`src/verilog/dtc_pkg.sv`:
```
package dtc_pkg;

  // Register addresses
  localparam logic [7:0] DTC_ADDR_CTRL = 8'h88;
  localparam logic [7:0] DTC_ADDR_MODE = 8'h89;
  localparam logic [7:0] DTC_ADDR_T0LO = 8'h8a;
  localparam logic [7:0] DTC_ADDR_T1LO = 8'h8b;
  localparam logic [7:0] DTC_ADDR_T0HI = 8'h8c;
  localparam logic [7:0] DTC_ADDR_T1HI = 8'h8d;
  // Bit addresses 0x88..0x8f hit the control register
  localparam logic [4:0] DTC_BIT_BASE = 5'h11;
  localparam logic [7:0] DTC_RESET_BYTE = 8'h00;

  // Prescaler divide counts, minus one
  localparam logic [5:0] DTC_DIV12_LAST = 6'h0b;
  localparam logic [5:0] DTC_DIV4_LAST = 6'h03;
  localparam logic [5:0] DTC_DIV48_LAST = 6'h2f;
  localparam logic [2:0] DTC_EXT_DIV_LAST = 3'h7;

  typedef enum logic [1:0] {
    DTC_MODE13,
    DTC_MODE16,
    DTC_MODE8R,
    DTC_MODE_SPLIT
  } dtc_mode_t;

  typedef enum logic [1:0] {
    DTC_PRE_DIV12,
    DTC_PRE_DIV4,
    DTC_PRE_DIV48,
    DTC_PRE_EXT8
  } dtc_pre_t;

  typedef struct packed {
    logic timer1_overflow_flag;
    logic timer1_run;
    logic timer0_overflow_flag;
    logic timer0_run;
    logic ext_irq1_flag;
    logic ext_irq1_type;
    logic ext_irq0_flag;
    logic ext_irq0_type;
  } dtc_ctrl_t;

  typedef struct packed {
    logic timer1_gate_ctl;
    logic timer1_count_select;
    dtc_mode_t timer1_mode_field;
    logic timer0_gate_ctl;
    logic timer0_count_select;
    dtc_mode_t timer0_mode_field;
  } dtc_modesel_t;

  // Special function register access from the core
  typedef struct packed {
    logic wr;
    logic rd;
    logic bit_wr;
    logic [7:0] addr;
    logic [7:0] wdata;
    logic bit_val;
  } dtc_sfr_req_t;

  // Vectoring acknowledges, one-cycle pulses
  typedef struct packed {
    logic timer1;
    logic timer0;
    logic ext_irq1;
    logic ext_irq0;
  } dtc_ack_t;

  // Settings held in neighbouring registers
  typedef struct packed {
    logic ext_irq1_polarity;
    logic ext_irq0_polarity;
    logic timer1_sysclk;
    logic timer0_sysclk;
    dtc_pre_t prescale_select;
  } dtc_cfg_t;

endpackage

```
`src/verilog/dtc_pin_sync.sv`:
```
`timescale 1ns/1ns
// Two-stage synchroniser with edge pulses taken from the second stage
module dtc_pin_sync #(
  parameter logic INIT = 1'b1
) (
  // Clock and reset
  input wire logic core_clk,
  input wire logic rst_b,
  // Asynchronous pin
  input wire logic pin,
  // Synchronised level and edges
  output logic level,
  output logic fall,
  output logic rise
);
  import dtc_pkg::*;

  typedef struct packed {
    logic s1;
    logic s2;
    logic prev;
  } dtc_sync_t;

  dtc_sync_t cur;
  dtc_sync_t next_cur;

  // First stage feeds only the second
  always_comb
  begin
    next_cur = cur;
    next_cur.s1 = pin;
    next_cur.s2 = cur.s1;
    next_cur.prev = cur.s2;
  end

  always_ff @(posedge core_clk or negedge rst_b)
  begin
    if (!rst_b)
      cur <= {INIT, INIT, INIT};
    else
      cur <= next_cur;
  end

  // Edges compare settled stages, so one edge gives one pulse
  assign level = cur.s2;
  assign fall = cur.prev & ~cur.s2;
  assign rise = ~cur.prev & cur.s2;

  property p_one_fall;
    @(posedge core_clk) disable iff (!rst_b)
    fall |=> !fall;
  endproperty
  a_one_fall: assert property (p_one_fall)
    else $error("falling edge pulse lasted two cycles");

endmodule

```
`src/verilog/dtc_timer_ctrl.sv`:
```
`timescale 1ns/1ns
module dtc_timer_ctrl (
  // Clock and reset
  input wire logic core_clk,
  input wire logic rst_b,
  // Register access and vectoring
  input wire dtc_pkg::dtc_sfr_req_t sfr,
  input wire dtc_pkg::dtc_ack_t ack,
  input wire dtc_pkg::dtc_cfg_t cfg,
  output logic [7:0] sfr_rd_data,
  // Pins
  input wire logic timer0_count_pin,
  input wire logic timer1_count_pin,
  input wire logic ext_irq0_input,
  input wire logic ext_irq1_input,
  input wire logic ext_clk_pin,
  // Requests to the interrupt controller, and the timer 1 overflow pulse
  output logic timer0_irq_req,
  output logic timer1_irq_req,
  output logic ext_irq0_req,
  output logic ext_irq1_req,
  output logic timer1_ovf_pulse
);
  import dtc_pkg::*;

  typedef struct packed {
    dtc_ctrl_t ctrl;
    dtc_modesel_t mode;
    logic [7:0] t0lo;
    logic [7:0] t0hi;
    logic [7:0] t1lo;
    logic [7:0] t1hi;
    logic [5:0] pre_cnt;
    logic [2:0] ext_cnt;
    logic irq0_prev;
    logic irq1_prev;
    logic t1_ovf;
    logic [7:0] rd_data;
  } dtc_state_t;

  dtc_state_t cur;
  dtc_state_t next_cur;

  logic t0_pin_fall;
  logic t1_pin_fall;
  logic irq0_lvl;
  logic irq1_lvl;
  logic ext_rise;
  logic pre_tick;
  logic [5:0] pre_last;
  logic irq0_act;
  logic irq1_act;
  logic split;
  logic t0_clk;
  logic t0_tick;
  logic t1_tick;
  logic t0_en;
  logic t1_en;
  logic t0_ovf;
  logic t0hi_ovf;
  logic t1_ovf;
  logic [16:0] t0_step;
  logic [16:0] t1_step;
  logic ctrl_bit_wr;

  // One counting step: {overflow, high, low}
  function automatic logic [16:0] dtc_count(input dtc_mode_t m,
                                             input logic [7:0] hi,
                                             input logic [7:0] lo);
    logic [12:0] v13;
    logic [16:0] v16;
    logic [16:0] r;
    v13 = {hi, lo[4:0]} + 13'h1;
    v16 = {1'b0, hi, lo} + 17'h1;
    r = {1'b0, hi, lo};
    case (m)
      DTC_MODE13: r = {&{hi, lo[4:0]}, v13[12:5], lo[7:5], v13[4:0]};
      DTC_MODE16: r = v16;
      DTC_MODE8R: r = {&lo, hi, (&lo) ? hi : lo + 8'h1};
      DTC_MODE_SPLIT: r = {&lo, hi, lo + 8'h1};
      default: r = {1'b0, hi, lo};
    endcase
    return r;
  endfunction

  // Pin synchronisers; count pins idle high, irq inputs idle high
  dtc_pin_sync #(.INIT(1'b1)) u_sync_t0 (
    .core_clk(core_clk),
    .rst_b(rst_b),
    .pin(timer0_count_pin),
    .level(),
    .fall(t0_pin_fall),
    .rise()
  );
  dtc_pin_sync #(.INIT(1'b1)) u_sync_t1 (
    .core_clk(core_clk),
    .rst_b(rst_b),
    .pin(timer1_count_pin),
    .level(),
    .fall(t1_pin_fall),
    .rise()
  );
  dtc_pin_sync #(.INIT(1'b1)) u_sync_irq0 (
    .core_clk(core_clk),
    .rst_b(rst_b),
    .pin(ext_irq0_input),
    .level(irq0_lvl),
    .fall(),
    .rise()
  );
  dtc_pin_sync #(.INIT(1'b1)) u_sync_irq1 (
    .core_clk(core_clk),
    .rst_b(rst_b),
    .pin(ext_irq1_input),
    .level(irq1_lvl),
    .fall(),
    .rise()
  );
  dtc_pin_sync #(.INIT(1'b0)) u_sync_ext (
    .core_clk(core_clk),
    .rst_b(rst_b),
    .pin(ext_clk_pin),
    .level(),
    .fall(),
    .rise(ext_rise)
  );

  // Prescaler tick; compare with >= so a select change cannot stall it
  always_comb
  begin
    case (cfg.prescale_select)
      DTC_PRE_DIV12: pre_last = DTC_DIV12_LAST;
      DTC_PRE_DIV4: pre_last = DTC_DIV4_LAST;
      DTC_PRE_DIV48: pre_last = DTC_DIV48_LAST;
      default: pre_last = DTC_DIV12_LAST;
    endcase
    if (cfg.prescale_select == DTC_PRE_EXT8)
      pre_tick = ext_rise && (cur.ext_cnt == DTC_EXT_DIV_LAST);
    else
      pre_tick = (cur.pre_cnt >= pre_last);
  end

  // Gating and clock choice for both timers
  always_comb
  begin
    split = (cur.mode.timer0_mode_field == DTC_MODE_SPLIT);
    irq0_act = cfg.ext_irq0_polarity ? irq0_lvl : ~irq0_lvl;
    irq1_act = cfg.ext_irq1_polarity ? irq1_lvl : ~irq1_lvl;
    t0_clk = cfg.timer0_sysclk | pre_tick;
    t0_tick = cur.mode.timer0_count_select ? t0_pin_fall : t0_clk;
    // Split mode takes the pin away from timer 1
    if (cur.mode.timer1_count_select && !split)
      t1_tick = t1_pin_fall;
    else
      t1_tick = cfg.timer1_sysclk | pre_tick;
    t0_en = cur.ctrl.timer0_run &&
            (!cur.mode.timer0_gate_ctl || irq0_act);
    // With timer 0 split, timer 1 runs on its mode and gate, without its run bit
    t1_en = (cur.mode.timer1_mode_field != DTC_MODE_SPLIT) &&
            (split || cur.ctrl.timer1_run) &&
            (!cur.mode.timer1_gate_ctl || irq1_act);
    t0_step = dtc_count(cur.mode.timer0_mode_field, cur.t0hi, cur.t0lo);
    t1_step = dtc_count(cur.mode.timer1_mode_field, cur.t1hi, cur.t1lo);
    t0_ovf = t0_en && t0_tick && t0_step[16];
    t0hi_ovf = split && cur.ctrl.timer1_run && t0_clk && (&cur.t0hi);
    t1_ovf = t1_en && t1_tick && t1_step[16];
    ctrl_bit_wr = sfr.bit_wr && (sfr.addr[7:3] == DTC_BIT_BASE);
  end

  // Next state: counting, then software writes, then flag sets
  always_comb
  begin
    next_cur = cur;
    next_cur.t1_ovf = t1_ovf;
    // Prescale counters
    if (pre_tick || cfg.prescale_select == DTC_PRE_EXT8)
      next_cur.pre_cnt = '0;
    else
      next_cur.pre_cnt = cur.pre_cnt + 6'h1;
    if (ext_rise)
      next_cur.ext_cnt = cur.ext_cnt + 3'h1;
    // Timer 0, all four modes through one step function
    if (t0_en && t0_tick)
    begin
      next_cur.t0hi = t0_step[15:8];
      next_cur.t0lo = t0_step[7:0];
    end
    // Split mode high byte on the internal clock
    if (split && cur.ctrl.timer1_run && t0_clk)
      next_cur.t0hi = cur.t0hi + 8'h1;
    if (t1_en && t1_tick)
    begin
      next_cur.t1hi = t1_step[15:8];
      next_cur.t1lo = t1_step[7:0];
    end
    // Byte writes win over a count in the same cycle
    if (sfr.wr)
    begin
      case (sfr.addr)
        DTC_ADDR_CTRL: next_cur.ctrl = dtc_ctrl_t'(sfr.wdata);
        DTC_ADDR_MODE: next_cur.mode = dtc_modesel_t'(sfr.wdata);
        DTC_ADDR_T0LO: next_cur.t0lo = sfr.wdata;
        DTC_ADDR_T1LO: next_cur.t1lo = sfr.wdata;
        DTC_ADDR_T0HI: next_cur.t0hi = sfr.wdata;
        DTC_ADDR_T1HI: next_cur.t1hi = sfr.wdata;
        default: next_cur.ctrl = next_cur.ctrl;
      endcase
    end
    // Single-bit writes into the control register
    if (ctrl_bit_wr)
      next_cur.ctrl[sfr.addr[2:0]] = sfr.bit_val;
    // Vectoring clears; edge-mode only for the irq flags
    if (ack.timer1)
      next_cur.ctrl.timer1_overflow_flag = 1'b0;
    if (ack.timer0)
      next_cur.ctrl.timer0_overflow_flag = 1'b0;
    if (ack.ext_irq1 && cur.ctrl.ext_irq1_type)
      next_cur.ctrl.ext_irq1_flag = 1'b0;
    if (ack.ext_irq0 && cur.ctrl.ext_irq0_type)
      next_cur.ctrl.ext_irq0_flag = 1'b0;
    // Hardware sets win over any clear in the same cycle
    if (t0_ovf)
      next_cur.ctrl.timer0_overflow_flag = 1'b1;
    if (t0hi_ovf || (t1_ovf && !split))
      next_cur.ctrl.timer1_overflow_flag = 1'b1;
    next_cur.irq0_prev = irq0_act;
    next_cur.irq1_prev = irq1_act;
    if (cur.ctrl.ext_irq1_type ? (irq1_act && !cur.irq1_prev) : irq1_act)
      next_cur.ctrl.ext_irq1_flag = 1'b1;
    if (cur.ctrl.ext_irq0_type ? (irq0_act && !cur.irq0_prev) : irq0_act)
      next_cur.ctrl.ext_irq0_flag = 1'b1;
    // Read data captured on the read strobe; unmapped reads zero
    if (sfr.rd)
    begin
      case (sfr.addr)
        DTC_ADDR_CTRL: next_cur.rd_data = cur.ctrl;
        DTC_ADDR_MODE: next_cur.rd_data = cur.mode;
        DTC_ADDR_T0LO: next_cur.rd_data = cur.t0lo;
        DTC_ADDR_T1LO: next_cur.rd_data = cur.t1lo;
        DTC_ADDR_T0HI: next_cur.rd_data = cur.t0hi;
        DTC_ADDR_T1HI: next_cur.rd_data = cur.t1hi;
        default: next_cur.rd_data = DTC_RESET_BYTE;
      endcase
    end
  end

  // Everything clears at reset
  always_ff @(posedge core_clk or negedge rst_b)
  begin
    if (!rst_b)
      cur <= '0;
    else
      cur <= next_cur;
  end

  assign sfr_rd_data = cur.rd_data;
  assign timer0_irq_req = cur.ctrl.timer0_overflow_flag;
  assign timer1_irq_req = cur.ctrl.timer1_overflow_flag;
  assign ext_irq0_req = cur.ctrl.ext_irq0_flag;
  assign ext_irq1_req = cur.ctrl.ext_irq1_flag;
  assign timer1_ovf_pulse = cur.t1_ovf;

  // Overflow of timer 0 raises its flag next cycle
  property p_t0_flag;
    @(posedge core_clk) disable iff (!rst_b)
    t0_ovf |=> cur.ctrl.timer0_overflow_flag;
  endproperty
  a_t0_flag: assert property (p_t0_flag)
    else $error("timer 0 overflow did not set its flag");

  property p_t1_flag;
    @(posedge core_clk) disable iff (!rst_b)
    (t0hi_ovf || (t1_ovf && !split)) |=> cur.ctrl.timer1_overflow_flag;
  endproperty
  a_t1_flag: assert property (p_t1_flag)
    else $error("timer 1 overflow did not set its flag");

  property p_t1_stopped;
    @(posedge core_clk) disable iff (!rst_b)
    (!cur.ctrl.timer1_run && !split && !sfr.wr) |=>
      $stable({cur.t1hi, cur.t1lo});
  endproperty
  a_t1_stopped: assert property (p_t1_stopped)
    else $error("timer 1 counted with run bit clear");

  property p_t0_gated;
    @(posedge core_clk) disable iff (!rst_b)
    (cur.mode.timer0_gate_ctl && !irq0_act && !split && !sfr.wr) |=>
      $stable({cur.t0hi, cur.t0lo});
  endproperty
  a_t0_gated: assert property (p_t0_gated)
    else $error("timer 0 counted while gate input inactive");

  property p_reload;
    @(posedge core_clk) disable iff (!rst_b)
    (t0_ovf && cur.mode.timer0_mode_field == DTC_MODE8R && !sfr.wr) |=>
      (cur.t0lo == $past(cur.t0hi)) && $stable(cur.t0hi);
  endproperty
  a_reload: assert property (p_reload)
    else $error("8-bit reload did not load low byte from high byte");

  property p_wrap13;
    @(posedge core_clk) disable iff (!rst_b)
    (t0_en && t0_tick && cur.mode.timer0_mode_field == DTC_MODE13 &&
     (&{cur.t0hi, cur.t0lo[4:0]}) && !sfr.wr) |=>
      (cur.t0hi == 8'h00) && (cur.t0lo[4:0] == 5'h00) &&
      cur.ctrl.timer0_overflow_flag;
  endproperty
  a_wrap13: assert property (p_wrap13)
    else $error("13-bit wrap wrong");

  property p_low_write;
    @(posedge core_clk) disable iff (!rst_b)
    (sfr.wr && sfr.addr == DTC_ADDR_T0LO) |=> cur.t0lo == $past(sfr.wdata);
  endproperty
  a_low_write: assert property (p_low_write)
    else $error("timer 0 low byte write lost");

  property p_edge_irq0;
    @(posedge core_clk) disable iff (!rst_b)
    (cur.ctrl.ext_irq0_type && irq0_act && !cur.irq0_prev) |=>
      cur.ctrl.ext_irq0_flag;
  endproperty
  a_edge_irq0: assert property (p_edge_irq0)
    else $error("interrupt 0 edge did not set its flag");

  property p_level_irq1;
    @(posedge core_clk) disable iff (!rst_b)
    (!cur.ctrl.ext_irq1_type && irq1_act) |=> cur.ctrl.ext_irq1_flag;
  endproperty
  a_level_irq1: assert property (p_level_irq1)
    else $error("interrupt 1 level did not set its flag");

endmodule

```
`config.mk`:
```
export PLATFORM = sky130hd
export DESIGN_NAME = dtc_timer_ctrl
export DESIGN_NICKNAME = d
export VERILOG_FILES = /design/src/verilog/dtc_pkg.sv /design/src/verilog/dtc_pin_sync.sv /design/src/verilog/dtc_timer_ctrl.sv
export SDC_FILE = /design/constraint.sdc
export NUM_CORES = 1
export LEC_CHECK = 0
export ABC_AREA = 1
export BUFFER_PORTS_ARGS = -buffer_cell sky130_fd_sc_hd__buf_2
export CORE_MARGIN = 5
export CORE_UTILIZATION = 61
export CTS_CLUSTER_SIZE = 20
export DETAILED_ROUTE_END_ITERATION = 7
export PLACE_DENSITY = 0.87
export SYNTH_ARGS = -nofsm -noshare
export SYNTH_HDL_FRONTEND = slang
export SYNTH_SLANG_ARGS = --single-unit
```
`constraint.sdc`:
```
create_clock -name core_clk -period 2.2 [get_ports core_clk]
set_input_delay 0.22 -clock core_clk [delete_from_list [all_inputs] [get_ports core_clk]]
set_output_delay 0.22 -clock core_clk [all_outputs]
set_load 0.1 [all_outputs]
```
==> metrics <==
pwr dens between 900 and 1000 nW/µm²; Routed Antenna Nets 0; Crit Path Class reg2reg; clock skew between 0.009 and 0.01 ns; WL/cell 19.0 µm; final slew viol count 0; Vias 5739; initial drt markers about 580; worst hold slack 0.0435 ns; Tcrit/Tclk final 91.9%; CP cell instances ha_1 -> a21oi_1 -> nand3_1 -> nand2_2 -> nand4_1 -> nand3_2 -> buf_2 -> nand2_1 -> o211ai_1 -> o21ai_1; sequential fraction of the synthesis area 36.3%; worst slew pin tran approximately 0.66 ns; Placed Cells slightly above 900; Max Fclk 0.494 GHz; root buf cell clkbuf_8; Crit path required time ~2.4 ns; CTS tree built; CP Capture Type flop; DIE WIDTH approximately 110 µm; Rows 35; synthesized net count 815; delay-heaviest family, CP simple AND/OR/NAND/NOR gates; Detailed Route WL roughly 18000 µm; flops & latches, synth 81; htree depth 3; IO Port Bufs between 40 and 50; GP Congestion 1.04; vias in the first global route ~5500; unrepaired setup endpoints after global routing yes; Worst setup SP type flop; met2 Use GR 52.5%; Hold Crit Class in2reg; critical path arrival between 2 and 2.5 ns; most common cell after layout, fill and taps aside nand2_1; IR drop worst, VDD around 0.5 mV; Max-Slew Margin vs Limit 56.1%; largest net degree at the start of global routing 43; min cycle time layout approximately 2.0 ns; CTS buffer count 9; met3 Use GR 6.19%; dpl hpwl 13700 µm; DR pass1 iterations 6; Top Ports 50; Antenna diodes 0; # clock sinks 81; initial antenna violation count 0; CTS max path bufs 2; Worst path max stage delay around 0.39 ns; status complete, no violations; Avg Cell Area, Syn 7.33 µm²; # nets final 877; LEAKAGE ~3 nW; Crit path buffers/inverters 1; fraction of layout cells with a size suffix above 1 a little under a fifth; Cell variety after synth slightly above 50; Slowest-stage cell, CP dfrtp_1; Initial Util about 62%; commonest non-fill, non-tap cells in the layout nand2_1, inv_1, nor2_1, dfrtp_1, nand3_1; final setup vio count 0; GRT busiest layer met2; post-synthesis cell count roughly 770; dpl ws 0.0471 ns; CTS clk-pin slew, worst paths ~0.10 ns; core box area just over 9000 µm²; CP max FO 5; drt drc 0; synthesized area roughly 5600 µm²; drt via density slightly above 6; first-pass GRT wire length between 20000 and 30000 µm; Final Worst Setup Slack between 0.15 and 0.2 ns; total grt overflow 0; die area between 10000 and 15000 µm²; MaxCap Viol Count 0; fillers around 780; Fin. Hold Viols 0; warning count from the yosys run 0; die height 106 µm; routing usage on met1 a little over two fifths; Worst-Skew Late Latency about 0.37 ns; Area Growth Syn to Fin 11.5%; final std cells w/o fill 945; gr usage total around 33%
## sequential cells by signal, indices dropped and copies added, names as in the netlist
signal and count:
cur 55, sfr_rd_data 8, u_sync_ext.cur 2, u_sync_t0.cur 2
u_sync_t1.cur 2, ext_irq0_req 1, ext_irq1_req 1, timer0_irq_req 1
timer1_irq_req 1, timer1_ovf_pulse 1, u_sync_ext.level 1, u_sync_irq0.cur 1
u_sync_irq0.level 1, u_sync_irq1.cur 1, u_sync_irq1.level 1, u_sync_t0.level 1
u_sync_t1.level 1
## cell type report
| cell class | instances | area [µm²] | share of cell area (%) |
|---|---|---|---|
| multi-input cells | 555 | 3010 | 48.1 |
| flip-flops and latches | 81 | 2040 | 32.6 |
| repair buffers | 75 | 472 | 7.53 |
| inverters | 107 | 403 | 6.43 |
| well taps | 111 | 139 | 2.22 |
| clock buffers | 9 | 124 | 1.98 |
| clock inverters | 7 | 77.6 | 1.24 |
## final timing paths
check	start	to	slack [ns]	cells after the start
min in group asynchronous	rst_b	u_sync_ext.cur[0]	0.38	2
worst max-delay path	cur[19]	cur[48]	0.18	10
worst min register to register	u_sync_irq1.cur[2]	u_sync_irq1.level	0.36	0
worst min-delay path	ack[2]	timer0_irq_req	0.04	2
max in group asynchronous	rst_b	u_sync_t0.cur[0]	1.11	3
worst max register to register	cur[19]	cur[48]	0.18	10
## cells by family after synthesis
group | share of synthesized area (%)
xor gates and xnor gates | 3.27
buffers and inverters | 10.3
and+or+nand+nor | 32.0
adders and majority gates | 2.45
DFF | 36.3
AOI/OAI and AO/OA | 15.7
## cells in the mapped netlist (all sizes together)
| master | number | area [µm²] |
|---|---|---|
| dfstp | 10 | 263 |
| clkbuf | 1 | 3.75 |
| o41ai | 1 | 8.76 |
| a211oi | 3 | 32.5 |
| o22ai | 18 | 119 |
| a21oi | 30 | 154 |
| o22a | 2 | 17.5 |
| o221ai | 3 | 26.3 |
| o2111ai | 2 | 17.5 |
| nor4 | 4 | 31.3 |
| o211ai | 17 | 128 |
| nand3 | 57 | 308 |
| a31oi | 3 | 18.8 |
| nor3 | 18 | 160 |
| inv | 105 | 394 |
| nor3b | 2 | 15.0 |
| xor2 | 19 | 166 |
| or2 | 2 | 12.5 |
| buf | 23 | 170 |
| ha | 11 | 138 |
| nor2 | 89 | 435 |
| dfrtp | 71 | 1780 |
| o21ai | 61 | 305 |
| a22o | 1 | 8.76 |
| clkinv | 2 | 8.75 |
| o31ai | 2 | 15.0 |
| nand2 | 189 | 742 |
| xnor2 | 2 | 17.5 |
| nand3b | 2 | 15.0 |
| nand4 | 13 | 81.3 |
| a22oi | 3 | 22.5 |
| a21o | 1 | 7.51 |
## what timing repair did
| item | 4_1_cts | 5_1_grt |
|---|---|---|
| endpoints found under the hold margin | 44 | 0 |
| gates resized for setup | 0 | 6 |
| hold buffers | 6 | 0 |
| endpoints found under the setup margin | 0 | 7 |
| buffers inserted | 0 | 4 |
## metrics by stage
| step | instance area (µm²) | util [%] | TNS (ns) | power, mW |
|---|---|---|---|---|
| floorplan | 5620 | - | 0 | 3.76 |
| global placement | 5960 | 65.4 | 0 | 4.36 |
| detailed placement | 5960 | 65.4 | 0 | 4.43 |
| CTS | 6220 | 68.3 | 0 | 5.60 |
| global route | 6270 | 68.8 | -0.0218 | 6.06 |
| finish | 6270 | 68.8 | 0 | 5.70 |
## report_power, final
part,internal (mW),switching [mW],leakage [nW]
clock,0.538,0.641,0.105
combinational,0.785,1.55,1.96
sequential,1.81,0.371,0.975
## worst reg2reg max path, stage by stage, from the launching register on
cell and delay, ns:
dfrtp_1 0.39, ha_1 0.32, a21oi_1 0.15, nand3_1 0.10, nand2_2 0.10, nand4_1 0.19
nand3_2 0.20, buf_2 0.19, nand2_1 0.07, o211ai_1 0.09, o21ai_1 0.10
## layer usage
metal  vias up  part of all wire (%)
li1       2667                     -
met2       347                    47
met4         0                   5.4
met1      2648                    38
met3        77                    10
met5         -                     0
Power figures use the tool's default switching activity.
